File: src/verilog/bbr_pkg.sv
package bbr_pkg;

    // ****************************************************************
    // Address map
    // ****************************************************************
    localparam logic [31:0] BBR_SRAM_BAND  = 32'h2000_0000;
    localparam logic [31:0] BBR_SRAM_ALIAS = 32'h2200_0000;
    localparam logic [31:0] BBR_PERI_BAND  = 32'h4000_0000;
    localparam logic [31:0] BBR_PERI_ALIAS = 32'h4200_0000;

    // An alias region spans 32 MB, so it is matched on bits 31:25.
    localparam int          BBR_ALIAS_LSB  = 25;
    // A bit-band region spans 1 MB, so its base is matched on bits 31:20.
    localparam int          BBR_BAND_LSB   = 20;

    // ****************************************************************
    // Alias word fields
    // ****************************************************************
    localparam int          BBR_BIT_LSB    = 2;
    localparam int          BBR_BIT_MSB    = 4;
    localparam int          BBR_BYTE_LSB   = 5;
    localparam int          BBR_BYTE_MSB   = 24;

    // ****************************************************************
    // Access sizes
    // ****************************************************************
    localparam logic [1:0]  BBR_SZ_BYTE    = 2'h0;
    localparam logic [1:0]  BBR_SZ_HALF    = 2'h1;
    localparam logic [1:0]  BBR_SZ_WORD    = 2'h2;
    localparam logic [1:0]  BBR_SZ_BAD     = 2'h3;

    // ****************************************************************
    // Types
    // ****************************************************************
    typedef enum logic [1:0] {
        BBR_IDLE   = 2'b00,
        BBR_DIRECT = 2'b01,
        BBR_RD     = 2'b10,
        BBR_WR     = 2'b11
    } bbr_state_t;

    typedef enum logic [1:0] {
        BBR_K_PLAIN = 2'b00,
        BBR_K_SRAM  = 2'b01,
        BBR_K_PERI  = 2'b10
    } bbr_kind_t;

    typedef struct packed {
        logic        valid;
        logic        fetch;
        logic        write;
        logic [1:0]  size;
        logic [31:0] addr;
        logic [31:0] wdata;
    } bbr_cpu_req_t;

    typedef struct packed {
        logic        busy;
        logic        done;
        logic        err;
        logic [31:0] rdata;
    } bbr_cpu_rsp_t;

    typedef struct packed {
        logic        valid;
        logic        write;
        logic [1:0]  size;
        logic [31:0] addr;
        logic [31:0] wdata;
    } bbr_mem_req_t;

    typedef struct packed {
        bbr_state_t   st;
        bbr_kind_t    kind;
        logic         write;
        logic         wbit;
        logic [4:0]   bitpos;
        bbr_cpu_rsp_t rsp;
        bbr_mem_req_t mem;
    } bbr_regs_t;

    localparam bbr_regs_t BBR_REGS_RST = '0;

endpackage

File: src/verilog/bbr_remap.sv
`timescale 1ns/1ps

// ****************************************************************
// Bit-band alias remapper
// ****************************************************************

// Function
// Each alias word stands for exactly one bit of its bit-band region.
// Bit-band targets are the lowest megabyte of SRAM and of peripheral space.
// SRAM alias area accesses are redirected to bits of the SRAM band.
// Peripheral alias area accesses are redirected to bits of the peripheral band.
// The underlying access keeps the original byte, halfword or word size.
// Direct SRAM band addresses behave as ordinary SRAM accesses.
// SRAM alias data accesses remap with read-modify-write writes; fetches pass unmapped.
// Direct peripheral band addresses behave as ordinary peripheral accesses.
// Peripheral alias data accesses remap with read-modify-write; fetches are refused.
// Alias offset equals byte offset times 32 plus bit number times 4.
// The bit number picks one of eight positions in the target byte.
// A write sets the bit when written bit 0 is one, else clears.
// Written alias bits 31 down to 1 are ignored.
// An alias read returns zero or one in bit 0 only.
// Memory is little-endian: lowest address holds the least significant byte.
// Read and write halves run back to back, keeping neighbouring bits.
module bbr_remap
    import bbr_pkg::*;
(
    input  wire logic         clk,
    input  wire logic         rst_b,
    input  wire bbr_cpu_req_t cpu_req,
    output bbr_cpu_rsp_t      cpu_rsp,
    input  wire logic         mem_ack,
    input  wire logic [31:0]  mem_rdata,
    output bbr_mem_req_t      mem_req
);

    // ****************************************************************
    // Decoding
    // ****************************************************************

    function automatic bbr_kind_t region_kind(input logic [31:0] a);
        bbr_kind_t k;
        k = BBR_K_PLAIN;
        if (a[31:BBR_ALIAS_LSB] == BBR_SRAM_ALIAS[31:BBR_ALIAS_LSB]) begin
            k = BBR_K_SRAM;
        end else if (a[31:BBR_ALIAS_LSB] == BBR_PERI_ALIAS[31:BBR_ALIAS_LSB]) begin
            k = BBR_K_PERI;
        end
        return k;
    endfunction

    // The byte offset is the alias offset divided by 32, placed on the
    // band base; the address is then aligned to the access size so that a
    // word stays a word on the memory side.
    function automatic logic [31:0] band_addr(input logic [31:0] a,
                                              input logic [1:0]  sz,
                                              input logic [31:0] base);
        logic [31:0] b;
        b = {base[31:BBR_BAND_LSB], a[BBR_BYTE_MSB:BBR_BYTE_LSB]};
        if (sz == BBR_SZ_WORD) begin
            b[1:0] = 2'h0;
        end else if (sz == BBR_SZ_HALF) begin
            b[0] = 1'b0;
        end
        return b;
    endfunction

    // Memory data lanes follow the byte address, lowest byte in bits 7:0,
    // so the bit's place on the 32-bit bus is lane times 8 plus bit number.
    function automatic logic [4:0] lane_bit(input logic [31:0] a);
        return {a[BBR_BYTE_LSB+1:BBR_BYTE_LSB],
                a[BBR_BIT_MSB:BBR_BIT_LSB]};
    endfunction

    // ****************************************************************
    // State
    // ****************************************************************

    bbr_regs_t q;
    bbr_regs_t d;
    logic      accept;
    bbr_kind_t in_kind;

    assign accept  = (q.st == BBR_IDLE) && cpu_req.valid;
    assign in_kind = region_kind(cpu_req.addr);

    always_comb begin
        d          = q;
        d.rsp.done = 1'b0;
        d.rsp.err  = 1'b0;
        case (q.st)
            BBR_IDLE: begin
                if (cpu_req.valid) begin
                    d.kind      = in_kind;
                    d.write     = cpu_req.write;
                    d.wbit      = cpu_req.wdata[0];
                    d.bitpos    = lane_bit(cpu_req.addr);
                    d.mem.write = cpu_req.write;
                    d.mem.size  = cpu_req.size;
                    d.mem.addr  = cpu_req.addr;
                    d.mem.wdata = cpu_req.wdata;
                    if (in_kind == BBR_K_PLAIN) begin
                        // Band and all other addresses go through untouched.
                        d.mem.valid = 1'b1;
                        d.st        = BBR_DIRECT;
                    end else if (cpu_req.fetch && in_kind == BBR_K_SRAM) begin
                        d.kind      = BBR_K_PLAIN;
                        d.mem.valid = 1'b1;
                        d.st        = BBR_DIRECT;
                    end else if (cpu_req.fetch || cpu_req.size == BBR_SZ_BAD) begin
                        d.rsp.done  = 1'b1;
                        d.rsp.err   = 1'b1;
                        d.rsp.rdata = 32'h0000_0000;
                    end else begin
                        // Both reads and writes begin with a read of the target.
                        d.mem.valid = 1'b1;
                        d.mem.write = 1'b0;
                        d.mem.addr  = band_addr(cpu_req.addr, cpu_req.size,
                                                (in_kind == BBR_K_SRAM) ?
                                                BBR_SRAM_BAND : BBR_PERI_BAND);
                        d.st        = BBR_RD;
                    end
                end
            end
            BBR_DIRECT: begin
                if (mem_ack) begin
                    d.mem.valid = 1'b0;
                    d.rsp.done  = 1'b1;
                    d.rsp.rdata = mem_rdata;
                    d.st        = BBR_IDLE;
                end
            end
            BBR_RD: begin
                if (mem_ack) begin
                    if (q.write) begin
                        // The memory port is never released between the two
                        // halves, so no other master can slip in and lose a
                        // neighbouring bit.
                        d.mem.write            = 1'b1;
                        d.mem.wdata            = mem_rdata;
                        d.mem.wdata[q.bitpos]  = q.wbit;
                        d.st                   = BBR_WR;
                    end else begin
                        d.mem.valid = 1'b0;
                        d.rsp.done  = 1'b1;
                        d.rsp.rdata = {31'h0000_0000, mem_rdata[q.bitpos]};
                        d.st        = BBR_IDLE;
                    end
                end
            end
            BBR_WR: begin
                if (mem_ack) begin
                    d.mem.valid = 1'b0;
                    d.rsp.done  = 1'b1;
                    d.rsp.rdata = 32'h0000_0000;
                    d.st        = BBR_IDLE;
                end
            end
            default: begin
                d = BBR_REGS_RST;
            end
        endcase
        d.rsp.busy = (d.st != BBR_IDLE);
    end

    always_ff @(posedge clk or negedge rst_b) begin
        if (!rst_b) begin
            q <= BBR_REGS_RST;
        end else begin
            q <= d;
        end
    end

    assign cpu_rsp = q.rsp;
    assign mem_req = q.mem;
endmodule
File: config.mk
export PLATFORM = sky130hd
export DESIGN_NAME = bbr_remap
export DESIGN_NICKNAME = d
export VERILOG_FILES = /design/src/verilog/bbr_pkg.sv /design/src/verilog/bbr_remap.sv
export SDC_FILE = /design/constraint.sdc
export NUM_CORES = 1
export LEC_CHECK = 0
export BUFFER_PORTS_ARGS = -buffer_cell sky130_fd_sc_hd__buf_4
export CAP_MARGIN = 40
export CORE_ASPECT_RATIO = 0.7
export CORE_UTILIZATION = 40
export CTS_CLUSTER_SIZE = 10
export DETAILED_ROUTE_END_ITERATION = 16
export PLACE_DENSITY_LB_ADDON = 0.3
export SLEW_MARGIN = 5
export SYNTH_ARGS = -nofsm -noshare
export SYNTH_HDL_FRONTEND = slang
export SYNTH_SLANG_ARGS = --single-unit
File: constraint.sdc
create_clock -name clk -period 2.2 [get_ports clk]
set_input_delay 0.33 -clock clk [delete_from_list [all_inputs] [get_ports clk]]
set_output_delay 0.33 -clock clk [all_outputs]
set_load 0.005 [all_outputs]
==> impl_metrics.toml, run 1 <==
[synth]
netlist_area_mm2 = 0.00649
synthXorXnorAreaFrac = 0.00135
synth_top_family_by_area = "buffers and inverters"
yosys.area_share.simple = 0.144
synthArstFlopShare = 1.00
synth-edff-count = 0
synth_cell_types = 48
synth_area_per_cell_um2 = 9.17
synth_fa_ha_area_frac = 0
synth_cells = 708
synth_fp_nets = 812
synth_compound_area_frac = 0.157
synthMuxAreaShare = 0.105
yosys_warnings = 0
ys_seq_area_frac = 0.432
yosys_register_bits = 112
yosys_most_used_dff = "dfrtp_1"

[layout]
instances_no_fill = 1005
layout-drive-gt1-share = 0.349
antenna_cells = 0
design_area_mm2 = 0.00780
nFillCells = 1524
seq_area_mm2 = 0.00280
nets = 905
utilization = 0.497
multiInputGateArea_mm2 = 0.00265
area_growth_syn_to_layout_pct = 20.2

[grt]
antenna_found_initial = 0
first_global_vias = 4873
overflow = 0
groute.usage.overall = 0.214
grt_max_degree = 64
grt_pass1_wl_um = 27300

[power]
switching_share = 0.318
combPwrFrac = 0.317
powerDensity_mw_per_mm2 = 817
p_total_mw = 6.37
p_clk_frac = 0.241
leakagePower_nw = 3.99
ir_drop_v = 0.000464
seq_power_share = 0.442
power_switching_mw = 2.03
intPower_mw = 4.35

[clock_tree]
cts_tree = "done"
cts_max_path_buffers = 2
clk_pin_slew_ps = 80
clockRootBuffer = "clkbuf_16"
clock_latency_ps = 350
cts_resized = 0
cts_buffers = 9
cts_max_level = 3
cts_sinks = 112

[sta]
slew_headroom = 0.529
fmax_mhz = 488
drv_slew = 0
fin_skew_ps = 7.34
setup_viol = 0
setup_tns_ps = 0
worstMarginPinSlew_ps = 706
finalHoldViolCount = 0
timing.final.crit_share = 0.931
timing.hold.ws_ps = 186
setup_ws_ps = 151
rsz0062_at_grt = "false"
fin_crit_ps = 2050

[worst_setup_path]
cp.arrival_ps = 2280
cp.required_ps = 2430
cp_slowest_stage_delay_ps = 800
crit_path_max_fanout = 18
path_class = "reg2reg"
crit_start = "q[104]"
slowest_stage = "dfrtp_1"
startpoint_type = "register"
path_cells = "mux4_2, a32o_1, nor3_1, a2bb2oi_1"
cp-end-kind = "register"
r2r-start = "q[104]"

[drt]
routedWlPerCell_um = 17.2
vias = 5085
drc = 0
firstDrtPassIters = 5
drt_first_iter_violations = 259
wirelength_um = 17300
vias_per_cell = 5.06
ant_nets = 0

[place]
placedCellCount = 989
dpl_worst_slack_ps = 193
io_buffer_count = 206
place.detailed.hpwl_um = 13400
placed_cell_area_mm2 = 0.00752
place_congestion = 0.870

[flow_run]
drv_cap = 0

[die]
die_w_um = 154
fp.dieH_um = 109
placementRows = 38
ios = 207
core_area_mm2 = 0.0157
die_area_mm2 = 0.0167
initial_utilization = 0.414

[outcome]
outcome = "complete, no violations"

[worst_hold_path]
min_path_type = "in2reg"
hold_start = "cpu_req[59]"
==> timing repair <==
item | in CTS | in global routing
hold buffers | 1 | 0
buffers inserted | 0 | 0
hold endpoints to repair | 17 | 0
==> worst max-delay path: cells and delay by family, from the launching register on <==
family / cells / cell delay [ps]
AOI/OAI and AO/OA: 2 / 350
and+or+nand+nor: 1 / 170
muxes: 1 / 600
DFF: 1 / 800
==> path summary, 6_finish.rpt <==
path	slack, ps	cells after the start	endpoint
setup / recovery	150	4	cpu_rsp[0]
hold / removal	190	3	mem_req[59]
setup reg to reg	150	4	cpu_rsp[0]
hold reg to reg	470	2	mem_req[56]
max in group asynchronous	1020	3	mem_req[3]
min in group asynchronous	530	2	mem_req[56]
==> cells in the mapped netlist (all sizes together), types with 6 or more instances <==
cell	number	share of area
a22oi	16	0.019
o22ai	19	0.019
nor2	6	0.0039
o21ai	71	0.061
buf	131	0.15
o21a	20	0.023
nand2	171	0.099
mux2	11	0.019
mux2i	51	0.079
nand3	9	0.0069
dfrtp	112	0.43
a21oi	23	0.019
clkbuf	20	0.012
==> layer usage <==
metal	global-route usage	vias to the layer above	wire, um
li1	-	2500	-
met1	0.313	2400	8440
met2	0.317	168	7510
met3	0.0525	17	1150
met4	0.0488	0	220
met5	0	-	0
==> cell type report <==
type	count	share of cell area
Clock inverter	6	0.00577
Tap cell	200	0.0321
Sequential cell	112	0.359
Multi-Input combinational cell	441	0.339
Timing Repair Buffer	233	0.233
Clock buffer	9	0.0289
Inverter	4	0.00192
==> power groups by stage <==
| stage | combinational (mW) | sequential [mW] | clock, mW |
|---|---|---|---|
| 3_5_place_dp | 2.04 | 2.85 | 0 |
| 5_1_grt | 2.23 | 2.88 | 1.65 |
| 4_1_cts | 2.04 | 2.82 | 1.59 |
| 6_report | 2.02 | 2.82 | 1.54 |
| 3_3_place_gp | 2.01 | 2.85 | 0 |
| 2_1_floorplan | 1.57 | 2.70 | 0 |
==> cell families after synthesis <==
kind of cell	after synthesis
xor gates and xnor gates	1
AOI/OAI and AO/OA	159
DFF	112
and+or+nand+nor	217
muxes	64
buffers and inverters	155
==> placed cells by master, fill, tap and decap left out, types with 4 or more instances in the layout <==
cell type and instances:
a22oi_1 16, mux2_2 11, o21ai_1 19, buf_4 227, dfrtp_1 112, nand3_1 9, nand2_1 171, a21oi_1 21
o21ai_0 41, nor2_1 5, nand4_1 4, o22ai_1 18, o21a_1 20, inv_1 4, buf_12 5, clkbuf_16 9
mux2i_1 51, o21ai_2 11
==> flip-flops by register name (all words and copies together) (netlist names) <==
| register | cells |
|---|---|
| cpu_rsp | 35 |
| mem_req | 68 |
| q | 9 |
No activity file was read; power rests on OpenSTA's default activity.
==> inputs of run 2 (changes only) <==
--- a/config.mk
+++ b/config.mk
@@ -11,7 +11,7 @@
 export CORE_UTILIZATION = 40
 export CTS_CLUSTER_SIZE = 10
 export DETAILED_ROUTE_END_ITERATION = 16
-export PLACE_DENSITY_LB_ADDON = 0.3
+export PLACE_DENSITY = 0.74
 export SLEW_MARGIN = 5
 export SYNTH_ARGS = -nofsm -noshare
 export SYNTH_HDL_FRONTEND = slang
==> run 2 against run 1 <==
Net effect: the run now ends with hold timing left; combinational power about the same; worst setup slack better by 67 ps; register-to-register slack better by 70 ps; clock skew up 0.84 ps; utilization up 0.25 points; final cell count unchanged.
==> impl_metrics.toml, run 2 (synthesis results as in run 1) <==
[clock_tree]
cts_tree = "done"
clk_pin_slew_ps = 90
clockRootBuffer = "clkbuf_16"
cts_max_level = 3
clock_latency_ps = 360
postCtsSetupBuffers = 0
cts_buffers = 9
cts_max_path_buffers = 2
hold_buffers = 0
cts_sinks = 112
cts_resized = 0

[layout]
final_common_cell = "buf_4"
design_area_mm2 = 0.00784
largest_reg_flops = 68
layout_common_cells = "226 x buf_4, 171 x nand2_1, 112 x dfrtp_1"
layout-drive-gt1-share = 0.350
antenna_cells = 0
area_growth_syn_to_layout_pct = 20.8
nFillCells = 1486
nets = 904

[grt]
grt_max_degree = 49
first_global_vias = 4994
groute.usage.overall = 0.218
grt_pass1_wl_um = 28000
antenna_found_initial = 0
overflow = 0

[worst_setup_path]
slowest_stage = "dfrtp_1"
startpoint_type = "register"
cp_num_buf_inv = 0
path_class = "reg2reg"
cp-end-kind = "register"
path_cells = "mux4_2, a32o_1, nor3_1, a2bb2oi_1"
reg2reg_slack_ps = 220
crit_family = "flip-flops"
r2r_end = "cpu_rsp[0]"
cp.arrival_ps = 2220
reg2regPathDepth = 4
r2r-start = "q[104]"
cp_slowest_stage_delay_ps = 770
crit_path_max_fanout = 17
cp.required_ps = 2440

[die]
die_w_um = 154
fp.dieH_um = 109
ios = 207
placementRows = 38
die_area_mm2 = 0.0167
initial_utilization = 0.414
core_area_mm2 = 0.0157

[place]
place_congestion = 0.903
place.detailed.hpwl_um = 13500
placed_cell_area_mm2 = 0.00753
io_buffer_count = 206

[sta]
slew_headroom = 0.536
timing.final.crit_share = 0.901
fin_skew_ps = 8.18
setup_viol = 0
timing.hold.ws_ps = -2.78
fin_crit_ps = 1980
setup_tns_ps = 0
worstMarginPinSlew_ps = 694
rsz0062_at_grt = "false"
drv_slew = 0
fmax_mhz = 505
finalHoldViolCount = 2

[drt]
ant_nets = 0
vias_per_cell = 5.16
firstDrtPassIters = 5
vias = 5190
wirelength_um = 17900
routedWlPerCell_um = 17.8
drt_first_iter_violations = 387
drc = 0

[power]
ir_drop_v = 0.000361
powerDensity_mw_per_mm2 = 835
leakagePower_nw = 4.01

[outcome]
outcome = "finished with violations"
violations = "hold timing"

[flow_run]
drv_cap = 0

[worst_hold_path]
min_path_type = "in2async"
## run 2: area by class of cell
class | count | area, um^2 | area share
Sequential cell | 112 | 2800 | 0.358
Multi-Input combinational cell | 441 | 2650 | 0.338
Timing Repair Buffer | 232 | 1820 | 0.232
Tap cell | 200 | 250 | 0.0319
Clock buffer | 9 | 225 | 0.0287
Clock inverter | 7 | 81.3 | 0.0104
Inverter | 4 | 15.0 | 0.00192
## run 2: worst max path at each step
stage                       from     endpoint  slack (ps)  cells past startpoint
after global placement    q[104]   cpu_rsp[0]         340                      4
after CTS                 q[104]   cpu_rsp[0]         240                      4
after global routing      q[107]  mem_req[10]          50                      5
after detailed placement  q[104]   cpu_rsp[0]         270                      4
final                     q[104]   cpu_rsp[0]         220                      4
after floorplan           q[104]   cpu_rsp[0]         650                      7
## run 2: routing by layer
metal  up-vias  GRT usage  part of all wire  wire [um]
met5         -          0                 0          0
met4         0     0.0453            0.0077        138
met3         8     0.0613             0.078       1400
met2       184      0.339              0.45       8050
met1      2507      0.302              0.46       8270
li1       2491          -                 -          -
## run 2: stage by stage
stage | util | hold WS (ps) | std cells | setup WS, ps | total power [mW]
after floorplan | - | 34.4 | 708 | 651 | 4.26
after global placement | 0.480 | 391 | 989 | 336 | 4.87
after detailed placement | 0.480 | 390 | 989 | 274 | 4.92
after CTS | 0.500 | 1.20 | 1005 | 240 | 6.60
after global routing | 0.500 | 20.3 | 1005 | 50.6 | 6.94
final | 0.500 | -2.78 | 1005 | 218 | 6.54
## run 2: power by group
part | total, mW | switching [mW] | internal, mW
logic | 2.05 | 0.955 | 1.10
registers | 2.81 | 0.327 | 2.49
clock network | 1.67 | 0.858 | 0.817
